**config.mk**
```make
export PLATFORM = sky130hd
export DESIGN_NAME = pbcs_top
export DESIGN_NICKNAME = d
export VERILOG_FILES = /design/src/pbcs_top.v
export VERILOG_INCLUDE_DIRS = /design/src /design/src/src
export SDC_FILE = /design/constraint.sdc
export NUM_CORES = 1
export LEC_CHECK = 0
export BUFFER_PORTS_ARGS = -buffer_cell sky130_fd_sc_hd__buf_2
export CAP_MARGIN = 20
export CORE_MARGIN = 4
export CORE_UTILIZATION = 55
export DETAILED_ROUTE_END_ITERATION = 16
export MAX_ROUTING_LAYER = met4
export PLACE_DENSITY = 0.76
export SYNTH_ARGS = -nofsm -noshare
export SYNTH_HDL_FRONTEND = slang
export SYNTH_SLANG_ARGS = --single-unit
```
**constraint.sdc**
```tcl
create_clock -name clk -period 13.4 [get_ports clk]
set_input_delay 2.68 -clock clk [delete_from_list [all_inputs] [get_ports clk]]
set_output_delay 2.68 -clock clk [all_outputs]
set_load 0.01 [all_outputs]
```
**src/pbcs_defs.vh**
```
// register offsets, field positions and reset values of the loop control
`ifndef PBCS_DEFS_VH
`define PBCS_DEFS_VH

`define PBCS_ADDR_W          8
`define PBCS_DATA_W          8

`define PBCS_OFS_CTRL        8'h36
`define PBCS_OFS_BW          8'h37
`define PBCS_OFS_MULH        8'h38
`define PBCS_OFS_MULL        8'h39
`define PBCS_OFS_RANGE       8'h3A
`define PBCS_OFS_RDIV        8'h3B

`define PBCS_CTRL_IRQ_EN     7
`define PBCS_CTRL_IRQ_PEND   6
`define PBCS_CTRL_PWR_ON     5
`define PBCS_CTRL_BCS        4
`define PBCS_CTRL_PRE_HI     3
`define PBCS_CTRL_PRE_LO     2
`define PBCS_CTRL_VPR_HI     1
`define PBCS_CTRL_VPR_LO     0

`define PBCS_BW_AUTO         7
`define PBCS_BW_LOCK         6
`define PBCS_BW_TRACK        5

`define PBCS_RST_PRE         2'h0
`define PBCS_RST_VPR         2'h0
`define PBCS_RST_MULH        4'h0
`define PBCS_RST_MULL        8'h40
`define PBCS_RST_RANGE       8'h40
`define PBCS_RST_RDIV        4'h1

`define PBCS_SWITCH_EDGES    2'h3

`endif

```
**src/pbcs_top.v**
```verilog
// loop bandwidth control, lock detection and base clock selector
// Function
// RULE_01: auto mode lets the lock detector pick acquisition or tracking itself.
// RULE_02: auto mode makes tracking bit read-only, set/cleared by frequency tolerance.
// RULE_03: auto mode makes lock flag read-only, set/cleared by frequency tolerance.
// RULE_04: auto mode with irq enable raises an interrupt on every lock toggle.
// RULE_05: manual mode makes tracking bit writable; 0 acquisition, 1 tracking.
// RULE_06: software clears tracking bit before powering the loop in manual mode.
// RULE_07: software waits acquisition time after power-on before setting tracking.
// RULE_08: software waits lock time after tracking before selecting vco clock.
// RULE_09: manual mode disables lock flag and all interrupts.
// RULE_10: zero reference divider or multiplier behaves exactly as one.
// RULE_11: zero vco range disables loop and forces crystal as base clock.
// RULE_12: source change waits three edges of each clock, output held still; old vco edges are skipped once the loop stops mid-switch.
// RULE_13: selected source is divided by two for a 50 percent base clock.
// RULE_14: base select chooses crystal or vco; vco refused while loop off.
// RULE_15: loop power-on cannot be cleared while vco clock is selected.
// RULE_16: power change and vco select change never take effect together; one write setting select and clearing power-on changes both.
// RULE_17: software places P, E, N, L and R in their own fields.
// RULE_18: software never programs the range power field to three.
// RULE_19: loop settles vco at reference times 2^P times N over R.
// RULE_20: manual mode forces lock irq enable clear and read-only.
// RULE_21: loop off or zero range forces base select clear and read-only.
// RULE_22: base select set forces loop power-on set and read-only.
// RULE_23: loop on makes multiplier, range and divider registers read-only.
// RULE_24: lock interrupt stays until pending flag cleared, gated by enable.
`include "pbcs_defs.vh"

module pbcs_top
#(
    parameter LOCK_MATCHES = 4
)
(
    input  wire                    clk,
    input  wire                    rst_n,
    input  wire [`PBCS_ADDR_W-1:0] addr,
    input  wire [`PBCS_DATA_W-1:0] wdata,
    input  wire                    wr,
    input  wire                    rd,
    output reg  [`PBCS_DATA_W-1:0] rdata,
    input  wire                    crystal_clk,
    input  wire                    vco_clk,
    output wire                    vco_enable,
    output wire                    filter_track,
    output wire                    base_clk_out,
    output wire                    base_switching,
    output wire                    lock_irq
);

////////////////////////////////////////////////////////////////////////////
// helpers

function [11:0] zero_as_one;
    input [11:0] val;
    begin
        zero_as_one = (val == 12'h000) ? 12'h001 : val;
    end
endfunction

////////////////////////////////////////////////////////////////////////////
// register state

reg        irq_en_ff;
reg        irq_pend_ff;
reg        pwr_on_ff;
reg        bcs_ff;
reg  [1:0] pre_ff;
reg  [1:0] vpr_ff;
reg        auto_ff;
reg        track_man_ff;
reg  [3:0] mulh_ff;
reg  [7:0] mull_ff;
reg  [7:0] range_ff;
reg  [3:0] rdiv_ff;
reg        lock_ff;
reg        in_tol_ff;

wire       wr_ctrl   = wr && (addr == `PBCS_OFS_CTRL);
wire       wr_bw     = wr && (addr == `PBCS_OFS_BW);
wire       range_ok  = (range_ff != 8'h00);
wire       loop_run  = pwr_on_ff && range_ok;                  // RULE_11
wire       prog_open = !pwr_on_ff;                             // RULE_23
wire       nxt_auto  = wr_bw ? wdata[`PBCS_BW_AUTO] : auto_ff;
// lock follows the new auto bit so it never reads set in manual mode
wire       nxt_lock  = nxt_auto && in_tol_ff;                  // RULE_03
wire       lock_togl = auto_ff && (nxt_lock != lock_ff);       // RULE_04

// select takes the old power bit, power takes the old select bit
wire       nxt_bcs   = wr_ctrl ? (wdata[`PBCS_CTRL_BCS] && pwr_on_ff)
                               : bcs_ff;                       // RULE_16
wire       nxt_pwr   = bcs_ff ? 1'b1                           // RULE_22
                     : (wr_ctrl ? wdata[`PBCS_CTRL_PWR_ON] : pwr_on_ff);

always @(posedge clk or negedge rst_n)
begin
    if (!rst_n)
    begin
        irq_en_ff    <= 1'b0;
        irq_pend_ff  <= 1'b0;
        pwr_on_ff    <= 1'b1;
        bcs_ff       <= 1'b0;
        pre_ff       <= `PBCS_RST_PRE;
        vpr_ff       <= `PBCS_RST_VPR;
        auto_ff      <= 1'b0;
        track_man_ff <= 1'b0;
        mulh_ff      <= `PBCS_RST_MULH;
        mull_ff      <= `PBCS_RST_MULL;
        range_ff     <= `PBCS_RST_RANGE;
        rdiv_ff      <= `PBCS_RST_RDIV;
        lock_ff      <= 1'b0;
    end
    else
    begin
        pwr_on_ff <= nxt_pwr;                                  // RULE_15
        bcs_ff    <= nxt_bcs && pwr_on_ff && range_ok;         // RULE_14 RULE_21
        auto_ff   <= nxt_auto;
        lock_ff   <= nxt_lock;                                 // RULE_09
        if (!nxt_auto)
            irq_en_ff <= 1'b0;                                 // RULE_20
        else if (wr_ctrl)
            irq_en_ff <= wdata[`PBCS_CTRL_IRQ_EN];
        // a toggle in the clearing cycle still sets the flag
        if (!nxt_auto)
            irq_pend_ff <= 1'b0;                               // RULE_09
        else if (lock_togl)
            irq_pend_ff <= 1'b1;                               // RULE_04
        else if (wr_ctrl && !wdata[`PBCS_CTRL_IRQ_PEND])
            irq_pend_ff <= 1'b0;                               // RULE_24
        if (wr_bw && !auto_ff)
            track_man_ff <= wdata[`PBCS_BW_TRACK];             // RULE_05
        if (wr_ctrl && prog_open)
        begin
            pre_ff <= wdata[`PBCS_CTRL_PRE_HI:`PBCS_CTRL_PRE_LO]; // RULE_23
            vpr_ff <= wdata[`PBCS_CTRL_VPR_HI:`PBCS_CTRL_VPR_LO];
        end
        if (wr && prog_open && addr == `PBCS_OFS_MULH)
            mulh_ff <= wdata[3:0];                             // RULE_23
        if (wr && prog_open && addr == `PBCS_OFS_MULL)
            mull_ff <= wdata;                                  // RULE_23
        if (wr && prog_open && addr == `PBCS_OFS_RANGE)
            range_ff <= wdata;                                 // RULE_23
        if (wr && prog_open && addr == `PBCS_OFS_RDIV)
            rdiv_ff <= wdata[3:0];                             // RULE_23
    end
end

assign lock_irq     = irq_pend_ff && irq_en_ff;                // RULE_24
assign vco_enable   = loop_run;                                // RULE_11
// auto mode follows the detector, manual mode follows software
assign filter_track = auto_ff ? lock_ff : track_man_ff;        // RULE_01 RULE_02

////////////////////////////////////////////////////////////////////////////
// read port

reg [`PBCS_DATA_W-1:0] rd_mux;

always @*
begin
    case (addr)
        `PBCS_OFS_CTRL:  rd_mux = {irq_en_ff, irq_pend_ff, pwr_on_ff,
                                   bcs_ff, pre_ff, vpr_ff};
        `PBCS_OFS_BW:    rd_mux = {auto_ff, lock_ff, filter_track,
                                   5'h00};                     // RULE_02
        `PBCS_OFS_MULH:  rd_mux = {4'h0, mulh_ff};
        `PBCS_OFS_MULL:  rd_mux = mull_ff;
        `PBCS_OFS_RANGE: rd_mux = range_ff;
        `PBCS_OFS_RDIV:  rd_mux = {4'h0, rdiv_ff};
        default:         rd_mux = 8'h00;
    endcase
end

always @(posedge clk or negedge rst_n)
begin
    if (!rst_n)
        rdata <= 8'h00;
    else if (rd)
        rdata <= rd_mux;
end

////////////////////////////////////////////////////////////////////////////
// dividers and lock detector

reg         xtal_prev_ff;
reg         vco_prev_ff;
reg  [3:0]  ref_cnt_ff;
reg  [14:0] fb_cnt_ff;
reg  [1:0]  fb_seen_ff;
reg  [7:0]  match_ff;

wire        xtal_rise = crystal_clk && !xtal_prev_ff;
wire        vco_rise  = vco_clk && !vco_prev_ff && loop_run;
wire [11:0] r_eff     = zero_as_one({8'h00, rdiv_ff});         // RULE_10
wire [11:0] n_eff     = zero_as_one({mulh_ff, mull_ff});       // RULE_10
wire [14:0] fb_top    = ({3'h0, n_eff} << pre_ff) - 15'h0001;  // RULE_19
wire        ref_tick  = xtal_rise && (ref_cnt_ff == r_eff[3:0] - 4'h1);
wire        fb_tick   = vco_rise && (fb_cnt_ff == fb_top);
wire [1:0]  fb_total  = fb_seen_ff + {1'b0, fb_tick};
wire        win_good  = (fb_total == 2'h1);

always @(posedge clk or negedge rst_n)
begin
    if (!rst_n)
    begin
        xtal_prev_ff <= 1'b0;
        vco_prev_ff  <= 1'b0;
        ref_cnt_ff   <= 4'h0;
        fb_cnt_ff    <= 15'h0000;
        fb_seen_ff   <= 2'h0;
        match_ff     <= 8'h00;
        in_tol_ff    <= 1'b0;
    end
    else
    begin
        xtal_prev_ff <= crystal_clk;
        vco_prev_ff  <= vco_clk;
        if (!loop_run)
        begin
            ref_cnt_ff <= 4'h0;
            fb_cnt_ff  <= 15'h0000;
            fb_seen_ff <= 2'h0;
            match_ff   <= 8'h00;
            in_tol_ff  <= 1'b0;
        end
        else
        begin
            if (xtal_rise)
                ref_cnt_ff <= ref_tick ? 4'h0 : ref_cnt_ff + 4'h1;
            if (vco_rise)
                fb_cnt_ff <= fb_tick ? 15'h0000 : fb_cnt_ff + 15'h0001;
            if (ref_tick)
            begin
                // one feedback edge per reference period, for LOCK_MATCHES periods in a row, means in tolerance
                fb_seen_ff <= 2'h0;
                if (!win_good)
                    match_ff <= 8'h00;
                else if (match_ff != LOCK_MATCHES[7:0])
                    match_ff <= match_ff + 8'h01;
                in_tol_ff <= win_good
                          && (match_ff >= LOCK_MATCHES[7:0] - 8'h01);
            end
            else if (fb_tick && fb_seen_ff != 2'h3)
                fb_seen_ff <= fb_seen_ff + 2'h1;
        end
    end
end

////////////////////////////////////////////////////////////////////////////
// glitch-free base clock selector

localparam SW_RUN = 2'h0;
localparam SW_OLD = 2'h1;
localparam SW_NEW = 2'h2;

reg        sel_cur_ff;
reg  [1:0] sw_state_ff;
reg  [1:0] edge_cnt_ff;
reg        out_ff;

// range zero or loop off pulls the request back to the crystal
wire       sel_req  = bcs_ff && loop_run;                      // RULE_11
wire       old_rise = sel_cur_ff ? vco_rise : xtal_rise;
wire       new_rise = sel_cur_ff ? xtal_rise : vco_rise;

always @(posedge clk or negedge rst_n)
begin
    if (!rst_n)
    begin
        sel_cur_ff  <= 1'b0;
        sw_state_ff <= SW_RUN;
        edge_cnt_ff <= 2'h0;
        out_ff      <= 1'b0;
    end
    else
    begin
        case (sw_state_ff)
            SW_RUN:
            begin
                if (sel_req != sel_cur_ff)
                begin
                    sw_state_ff <= SW_OLD;                     // RULE_12
                    edge_cnt_ff <= 2'h0;
                end
                else if (old_rise)
                    out_ff <= !out_ff;                         // RULE_13
            end
            SW_OLD:
            begin
                // a stopped source must not hang the switch forever
                if (old_rise || (sel_cur_ff && !loop_run))
                begin
                    if (edge_cnt_ff == `PBCS_SWITCH_EDGES - 2'h1
                        || (sel_cur_ff && !loop_run))
                    begin
                        sw_state_ff <= SW_NEW;                 // RULE_12
                        edge_cnt_ff <= 2'h0;
                    end
                    else
                        edge_cnt_ff <= edge_cnt_ff + 2'h1;
                end
            end
            SW_NEW:
            begin
                // vco stopped before it was reached: stay on the crystal
                if (!sel_cur_ff && !loop_run)
                    sw_state_ff <= SW_RUN;                     // RULE_11
                else if (new_rise)
                begin
                    if (edge_cnt_ff == `PBCS_SWITCH_EDGES - 2'h1)
                    begin
                        sw_state_ff <= SW_RUN;                 // RULE_12
                        sel_cur_ff  <= !sel_cur_ff;
                    end
                    else
                        edge_cnt_ff <= edge_cnt_ff + 2'h1;
                end
            end
            default:
                sw_state_ff <= SW_RUN;
        endcase
    end
end

assign base_clk_out   = out_ff;
assign base_switching = (sw_state_ff != SW_RUN);

endmodule

```
==> flow_summary_export.csv, run 1 <==
group,metric,value,unit
layout,layout.nets,617,
synthesis,yosys-top-cells-area,"dfrtp_1 37%, mux2_2 6.8%, mux2i_1 6.6%",
sta,slew_headroom,31.9,%
sta,worstMarginPinSlew,1020,ps
synthesis,synthMostInstantiatedCell,"dfrtp_1",
synthesis,synth_cells,560,
critical_path,required,13650,ps
clock_network,cts_tree,"built",
synthesis,ys_types,69,
placement,gp_congestion,0.861,
layout,fillers,810,
clock_network,hold_buffers,0,
synthesis,synthArstFlopShare,100,%
grt,grt_use_met3,3.49,%
clock_network,htreeDepth,3,
clock_network,post-cts-setup-buffer-count,0,
synthesis,synth_nets,595,
synthesis,yosysSeqAreaShare,38.6,%
critical_path,crit_path_max_fanout,28,
layout,drive_above_1_share,17.7,%
sta,timing.final.crit_share,41.6,%
sta,min_period,5580,ps
clock_network,clk_pin_slew,90,ps
clock_network,clock_latency,360,ps
clock_network,root_buffer,"clkbuf_8",
clock_network,cts_resized,0,
layout,area_growth,9.05,%
sta,whs,483,ps
grt,grt_overflow,0,
synthesis,yosysTopAreaCell,"dfrtp_1",
floorplan,start_util,56.8,%
grt,first_global_vias,4318,
detailed_routing,wl,11.8,mm
floorplan,die_y,106,um
sta,setup-tns-final,0,ps
placement,io_buffers,34,
synthesis,ys_ff_latch,81,
detailed_routing,drcViolationCount,0,
sta,fmax,0.179,GHz
grt,met1_usage,29.6,%
sta,rsz0062_at_grt,"no",
layout,seqCellArea,0.00203,sq mm
worst_hold_path,hold_class,"reg -> reg",
critical_path,crit_type,"reg -> reg",
outcome,status,"complete, no violations",
synthesis,yosys_warnings,0,
detailed_routing,drtIter0Drc,219,
critical_path,end_kind,"flop",
synthesis,synthFlopType,"dfrtp_1",
grt,gr-usage-met2,37.1,%
grt,grt_start_max_net_pins,82,
floorplan,die_area,0.0112,sq mm
critical_path,cp-start-kind,"flop",
detailed_routing,wl_per_cell,16.4,um
run,max-cap-violations,0,
grt,grt_pass1_wl,20.7,mm
layout,n_antenna_cell,0,
detailed_routing,final_antenna_net_count,0,
floorplan,io_pins,35,
clock_network,clockBufferDepth,2,
synthesis,synth_enable_flop_cells,0,
synthesis,synth_top_area_share,36.6,%
clock_network,cts_inserted_buffers,9,
sta,skew,17.5,ps
detailed_routing,drtPass1Iterations,5,
grt,antenna_found_initial,0,
grt,top_usage_layer,"met2",
floorplan,row_count,35,
detailed_routing,vias_per_cell,6.08,
synthesis,synth.avg_cell_area,9.41,sq um
power_and_ir_drop,power.density,103,mW/mm^2
synthesis,netlist_top_cells_count,"77 x dfrtp_1, 61 x nand2_1, 39 x nor2_1, 35 x mux2i_1, 32 x mux2_2",
detailed_routing,vias,4354,
sta,setup_viol,0,
sta,timing.final.max_slew_violations,0,
layout,multi_input_area,0.00303,sq mm
clock_network,cts_sinks,81,
sta,hold_viol,0,
power_and_ir_drop,p_leak,0.00255,uW
floorplan,coreArea,0.00928,sq mm
placement,dp_hpwl,8.44,mm
floorplan,die_w,106,um
power_and_ir_drop,vdd_ir_drop_max,65.6,uV
synthesis,syn_area,0.00527,sq mm
grt,track_usage,23.0,%
critical_path,arrival,5830,ps
==> sequential cells by signal (all words and copies together), names as in the netlist, 2 cells and up <==
signal and cells:
pre_ff 2, fb_seen_ff 2, rdiv_ff 4, edge_cnt_ff 2
vpr_ff 2, ref_cnt_ff 4, sw_state_ff 2, mulh_ff 4
fb_cnt_ff 15, mull_ff 8, match_ff 8, range_ff 8
rdata 8
==> metal layers <==
layer / vias up / wire length (um)
met5: - / 0
met3: 14 / 496
met2: 93 / 5770
met4: 0 / 161
li1: 2090 / -
met1: 2157 / 5340
==> cell usage in the layout (no fill, tap or decap), types with 9 or more instances in the layout <==
cell / Yosys / final
nand2_1: 61 / 61
inv_1: 18 / 18
o22ai_1: 14 / 14
nor4_1: 9 / 9
mux2i_1: 35 / 35
ha_1: 13 / 13
xnor2_1: 22 / 22
o21ai_0: 27 / 27
buf_2: 5 / 33
a211o_1: 9 / 9
nor2_1: 39 / 39
mux2_2: 32 / 32
dfrtp_1: 77 / 77
and3_1: 9 / 9
nor3_1: 16 / 16
a21oi_1: 15 / 15
clkbuf_8: 0 / 9
nand3_1: 18 / 18
==> worst max-delay path, stage by stage (launching register included) <==
cell       delay (ps)
dfrtp_1          1030
inv_2             290
nand2_1           190
a21o_1            130
ha_1              210
nand2b_1           70
a2111oi_0         390
a41oi_1           200
o41ai_1           420
o21ai_0           220
or4b_2            640
nor4_1            250
ha_1              210
xnor2_1            90
nand3_1           220
nor2_1             80
nor2_1            400
o21ai_0           180
a22o_1            250
==> metrics by stage <==
stage | instances | worst slack [ps] | util, % | total power (uW) | area (sq um)
3_5_place_dp | 699 | 7870 | 59.1 | 383 | 5490
6_report | 716 | 7820 | 61.9 | 589 | 5750
3_3_place_gp | 699 | 8180 | 59.1 | 378 | 5490
4_1_cts | 715 | 7860 | 61.6 | 591 | 5720
5_1_grt | 716 | 7360 | 61.9 | 617 | 5750
2_1_floorplan | 560 | 8730 | - | 352 | 5270
==> cell families after synthesis <==
| logic type | after synthesis | share of synthesized area, % |
|---|---|---|
| xor gates and xnor gates | 30 | 4.99 |
| buffers and inverters | 47 | 4.04 |
| AOI/OAI and AO/OA | 119 | 16.0 |
| muxes | 68 | 13.9 |
| and+or+nand+nor | 202 | 19.5 |
| DFF | 81 | 38.6 |
| adders and majority gates | 13 | 3.09 |
==> layout make-up <==
class / instances / area share, %
Multi-Input combinational cell: 432 / 52.6
Sequential cell: 81 / 35.4
Timing Repair Buffer: 38 / 3.88
Tap cell: 129 / 2.81
Clock buffer: 9 / 2.16
Clock inverter: 7 / 1.85
Inverter: 20 / 1.31
==> power by group <==
part	total (uW)	internal, uW	switching, uW
combinational	117	52.3	64.7
sequential	264	252	11.7
clock	208	109	99.7
total	589	413	176
==> path summary, 6_finish.rpt <==
path                             endpoint  cells after the start         start  slack (ps)
min                          base_clk_out                      1  base_clk_out         480
min in group asynchronous  edge_cnt_ff[1]                      1         rst_n        2140
max reg2reg                   match_ff[5]                     18     pre_ff[0]        7820
min reg2reg                  base_clk_out                      1  base_clk_out         480
max                           match_ff[5]                     18     pre_ff[0]        7820
max in group asynchronous      mull_ff[6]                      2         rst_n       10660
No activity file was read; power rests on OpenSTA's default activity.
==> inputs of run 2 (changes only) <==
--- a/config.mk
+++ b/config.mk
@@ -6,13 +6,14 @@
 export SDC_FILE = /design/constraint.sdc
 export NUM_CORES = 1
 export LEC_CHECK = 0
+export ABC_AREA = 1
 export BUFFER_PORTS_ARGS = -buffer_cell sky130_fd_sc_hd__buf_2
 export CAP_MARGIN = 20
 export CORE_MARGIN = 4
 export CORE_UTILIZATION = 55
 export DETAILED_ROUTE_END_ITERATION = 16
 export MAX_ROUTING_LAYER = met4
-export PLACE_DENSITY = 0.76
+export PLACE_DENSITY = 0.79
 export SYNTH_ARGS = -nofsm -noshare
 export SYNTH_HDL_FRONTEND = slang
 export SYNTH_SLANG_ARGS = --single-unit
==> constraint.sdc (replaced) <==
create_clock -name clk -period 5.1 [get_ports clk]
set_input_delay 1.02 -clock clk [delete_from_list [all_inputs] [get_ports clk]]
set_output_delay 1.02 -clock clk [all_outputs]
set_load 0.01 [all_outputs]
==> flow_summary_export.csv, run 2 <==
group,metric,value,unit
outcome,status,"complete, no violations",
synthesis,yosys-top-cells-area,"dfrtp_1 38%, nand2_1 14%, inv_1 6.6%",
synthesis,ys_ff_latch,81,
layout,layout.nets,768,
floorplan,die_area,0.0109,sq mm
clock_network,root_buffer,"clkbuf_8",
synthesis,ys_types,49,
layout,fillers,809,
power_and_ir_drop,clock_power_share,35.5,%
synthesis,yosys_warnings,0,
critical_path,crit_path_max_fanout,20,
synthesis,syn_area,0.00511,sq mm
power_and_ir_drop,power.density,236,mW/mm^2
power_and_ir_drop,comb_power_share,12.6,%
power_and_ir_drop,p_leak,0.00264,uW
detailed_routing,vias_per_cell,5.64,
sta,timing.final.max_slew_violations,0,
clock_network,clockBufferDepth,2,
floorplan,die_w,104,um
floorplan,coreArea,0.00889,sq mm
placement,dp_hpwl,9.40,mm
floorplan,io_pins,35,
clock_network,post-cts-setup-buffer-count,0,
detailed_routing,drcViolationCount,0,
critical_path,end_kind,"flop",
clock_network,cts_resized,0,
synthesis,synth_enable_flop_cells,0,
clock_network,clock_latency,370,ps
detailed_routing,wl,12.5,mm
placement,io_buffers,34,
clock_network,htreeDepth,3,
critical_path,cp-start-kind,"flop",
clock_network,cts_tree,"built",
synthesis,synth_cells,696,
layout,drive_above_1_share,11.2,%
layout,instances_no_fill,846,
detailed_routing,dr_wl_met3,781,um
sta,min_period,4260,ps
clock_network,hold_buffers,0,
grt,antenna_found_initial,0,
synthesis,yosysSeqAreaShare,39.8,%
clock_network,clk_pin_slew,90,ps
run,max-cap-violations,0,
grt,grt_pass1_wl,21.4,mm
floorplan,start_util,57.5,%
power_and_ir_drop,p_int,924,uW
synthesis,synthFlopType,"dfrtp_1",
layout,top_register,"fb_cnt_ff",
critical_path,required,5400,ps
sta,setup-tns-final,0,ps
sta,fmax,0.235,GHz
detailed_routing,highest_layer,"met4",
synthesis,synthArstFlopShare,100,%
detailed_routing,drt-met1-wl,5.76,mm
critical_path,arrival,4560,ps
detailed_routing,vias,4773,
detailed_routing,wl_per_cell,14.8,um
sta,hold_viol,0,
layout,final_common_cell,"nand2_1",
grt,track_usage,24.6,%
synthesis,synthMostInstantiatedCell,"nand2_1",
placement,dpl_worst_slack,949,ps
sta,skew,18.5,ps
layout,n_antenna_cell,0,
floorplan,row_count,34,
placement,gp_congestion,0.944,
synthesis,yosysTopAreaCell,"dfrtp_1",
layout,largest_register_ffs,15,
synthesis,synth_nets,731,
sta,timing.final.crit_share,83.5,%
power_and_ir_drop,switching_power,393,uW
power_and_ir_drop,swShare,29.9,%
sta,rsz0062_at_grt,"no",
synthesis,synth_top_area_share,37.7,%
clock_network,cts_inserted_buffers,9,
synthesis,synth.avg_cell_area,7.34,sq um
detailed_routing,drtPass1Iterations,5,
detailed_routing,final_antenna_net_count,0,
sta,slew_headroom,51.6,%
worst_hold_path,hold_class,"reg -> reg",
sta,worstMarginPinSlew,721,ps
detailed_routing,drtIter0Drc,345,
grt,first_global_vias,4545,
layout,final_cell_mix,"193 x nand2_1, 90 x inv_1, 77 x dfrtp_1, 62 x o21ai_0, 55 x nor2_1",
power_and_ir_drop,vdd_ir_drop_max,193,uV
clock_network,cts_sinks,81,
detailed_routing,wl_met2,5.68,mm
sta,setup_viol,0,
sta,setup_ws,840,ps
floorplan,die_y,104,um
power_and_ir_drop,p_seq_share,51.8,%
placement,dp_cells,829,
critical_path,crit_type,"reg -> reg",
grt,grt_overflow,0,
grt,grt_start_max_net_pins,82,
synthesis,netlist_top_cells_count,"193 x nand2_1, 90 x inv_1, 77 x dfrtp_1, 62 x o21ai_0, 55 x nor2_1",
layout,area_growth,9.23,%
run 2: layout make-up:
| cell class | count | area [sq um] | area share (%) |
|---|---|---|---|
| multi-input cells | 510 | 2650 | 47.6 |
| flip-flops and latches | 81 | 2030 | 36.4 |
| inverters | 95 | 359 | 6.43 |
| repair buffers | 36 | 208 | 3.72 |
| clock buffers | 10 | 138 | 2.47 |
| well taps | 108 | 135 | 2.42 |
| clock inverters | 6 | 55.1 | 0.987 |
run 2: kinds of logic (layout without fill, tap and decap cells):
group                      count (synthesis)  after routing  synth area share, %
AOI/OAI and AO/OA                        125            125                 14.4
xor gates and xnor gates                  23             23                 4.21
adders and majority gates                 13             13                 3.18
buffers and inverters                    105            147                 8.28
DFF                                       81             81                 39.8
muxes                                      1              1                0.196
and+or+nand+nor                          348            348                 30.0
run 2: final timing paths:
check	start	to	slack, ps	cells after the start
min reg2reg	base_clk_out	base_clk_out	480	1
min in group asynchronous	rst_n	in_tol_ff	520	1
min	base_clk_out	base_clk_out	480	1
max in group asynchronous	rst_n	rdiv_ff[0]	3940	2
max	pre_ff[0]	match_ff[3]	840	27
max reg2reg	pre_ff[0]	match_ff[3]	840	27
run 2: critical path, stage by stage (launching register included):
cell     delay, ps
dfrtp_1        750
inv_2          210
o21ai_0        320
nand2_1         80
nand2_1        120
nand2_1         80
inv_2           90
nand3_2         70
nor2_1         140
nand3_1         80
nand2_1         70
nand2_1         40
nor2_1         150
nand3_1        110
nor2_2         430
inv_4          110
nor2_1         110
ha_1           170
nor2_1          50
inv_1           40
nand4_1         90
inv_1          180
nand4_1        110
nand2_1        190
inv_1          150
nand3_1        100
nand2_1         50
nor2_1          80
run 2: layer usage:
| metal | GRT usage [%] | vias to the layer above |
|---|---|---|
| li1 | - | 2365 |
| met1 | 33.2 | 2232 |
| met2 | 38.0 | 148 |
| met3 | 4.47 | 28 |
| met4 | 7.50 | 0 |
| met5 | - | - |
run 2: power by group through the flow:
stage                     clock network, uW  registers [uW]  logic (uW)
after floorplan                           0             690         111
after global placement                    0             693         158
after detailed placement                  0             694         164
after CTS                               474             682         166
after global routing                    506             686         189
final                                   468             682         166
run 2: per-stage QoR:
stage | hold WS [ps] | cell area (sq um) | utilization (%) | total power, uW
floorplan | 451 | 5110 | - | 801
finish | 477 | 5580 | 62.8 | 1320
global route | 498 | 5580 | 62.8 | 1380
CTS | 478 | 5550 | 62.5 | 1320
global placement | 460 | 5360 | 60.3 | 851
detailed placement | 461 | 5360 | 60.3 | 858
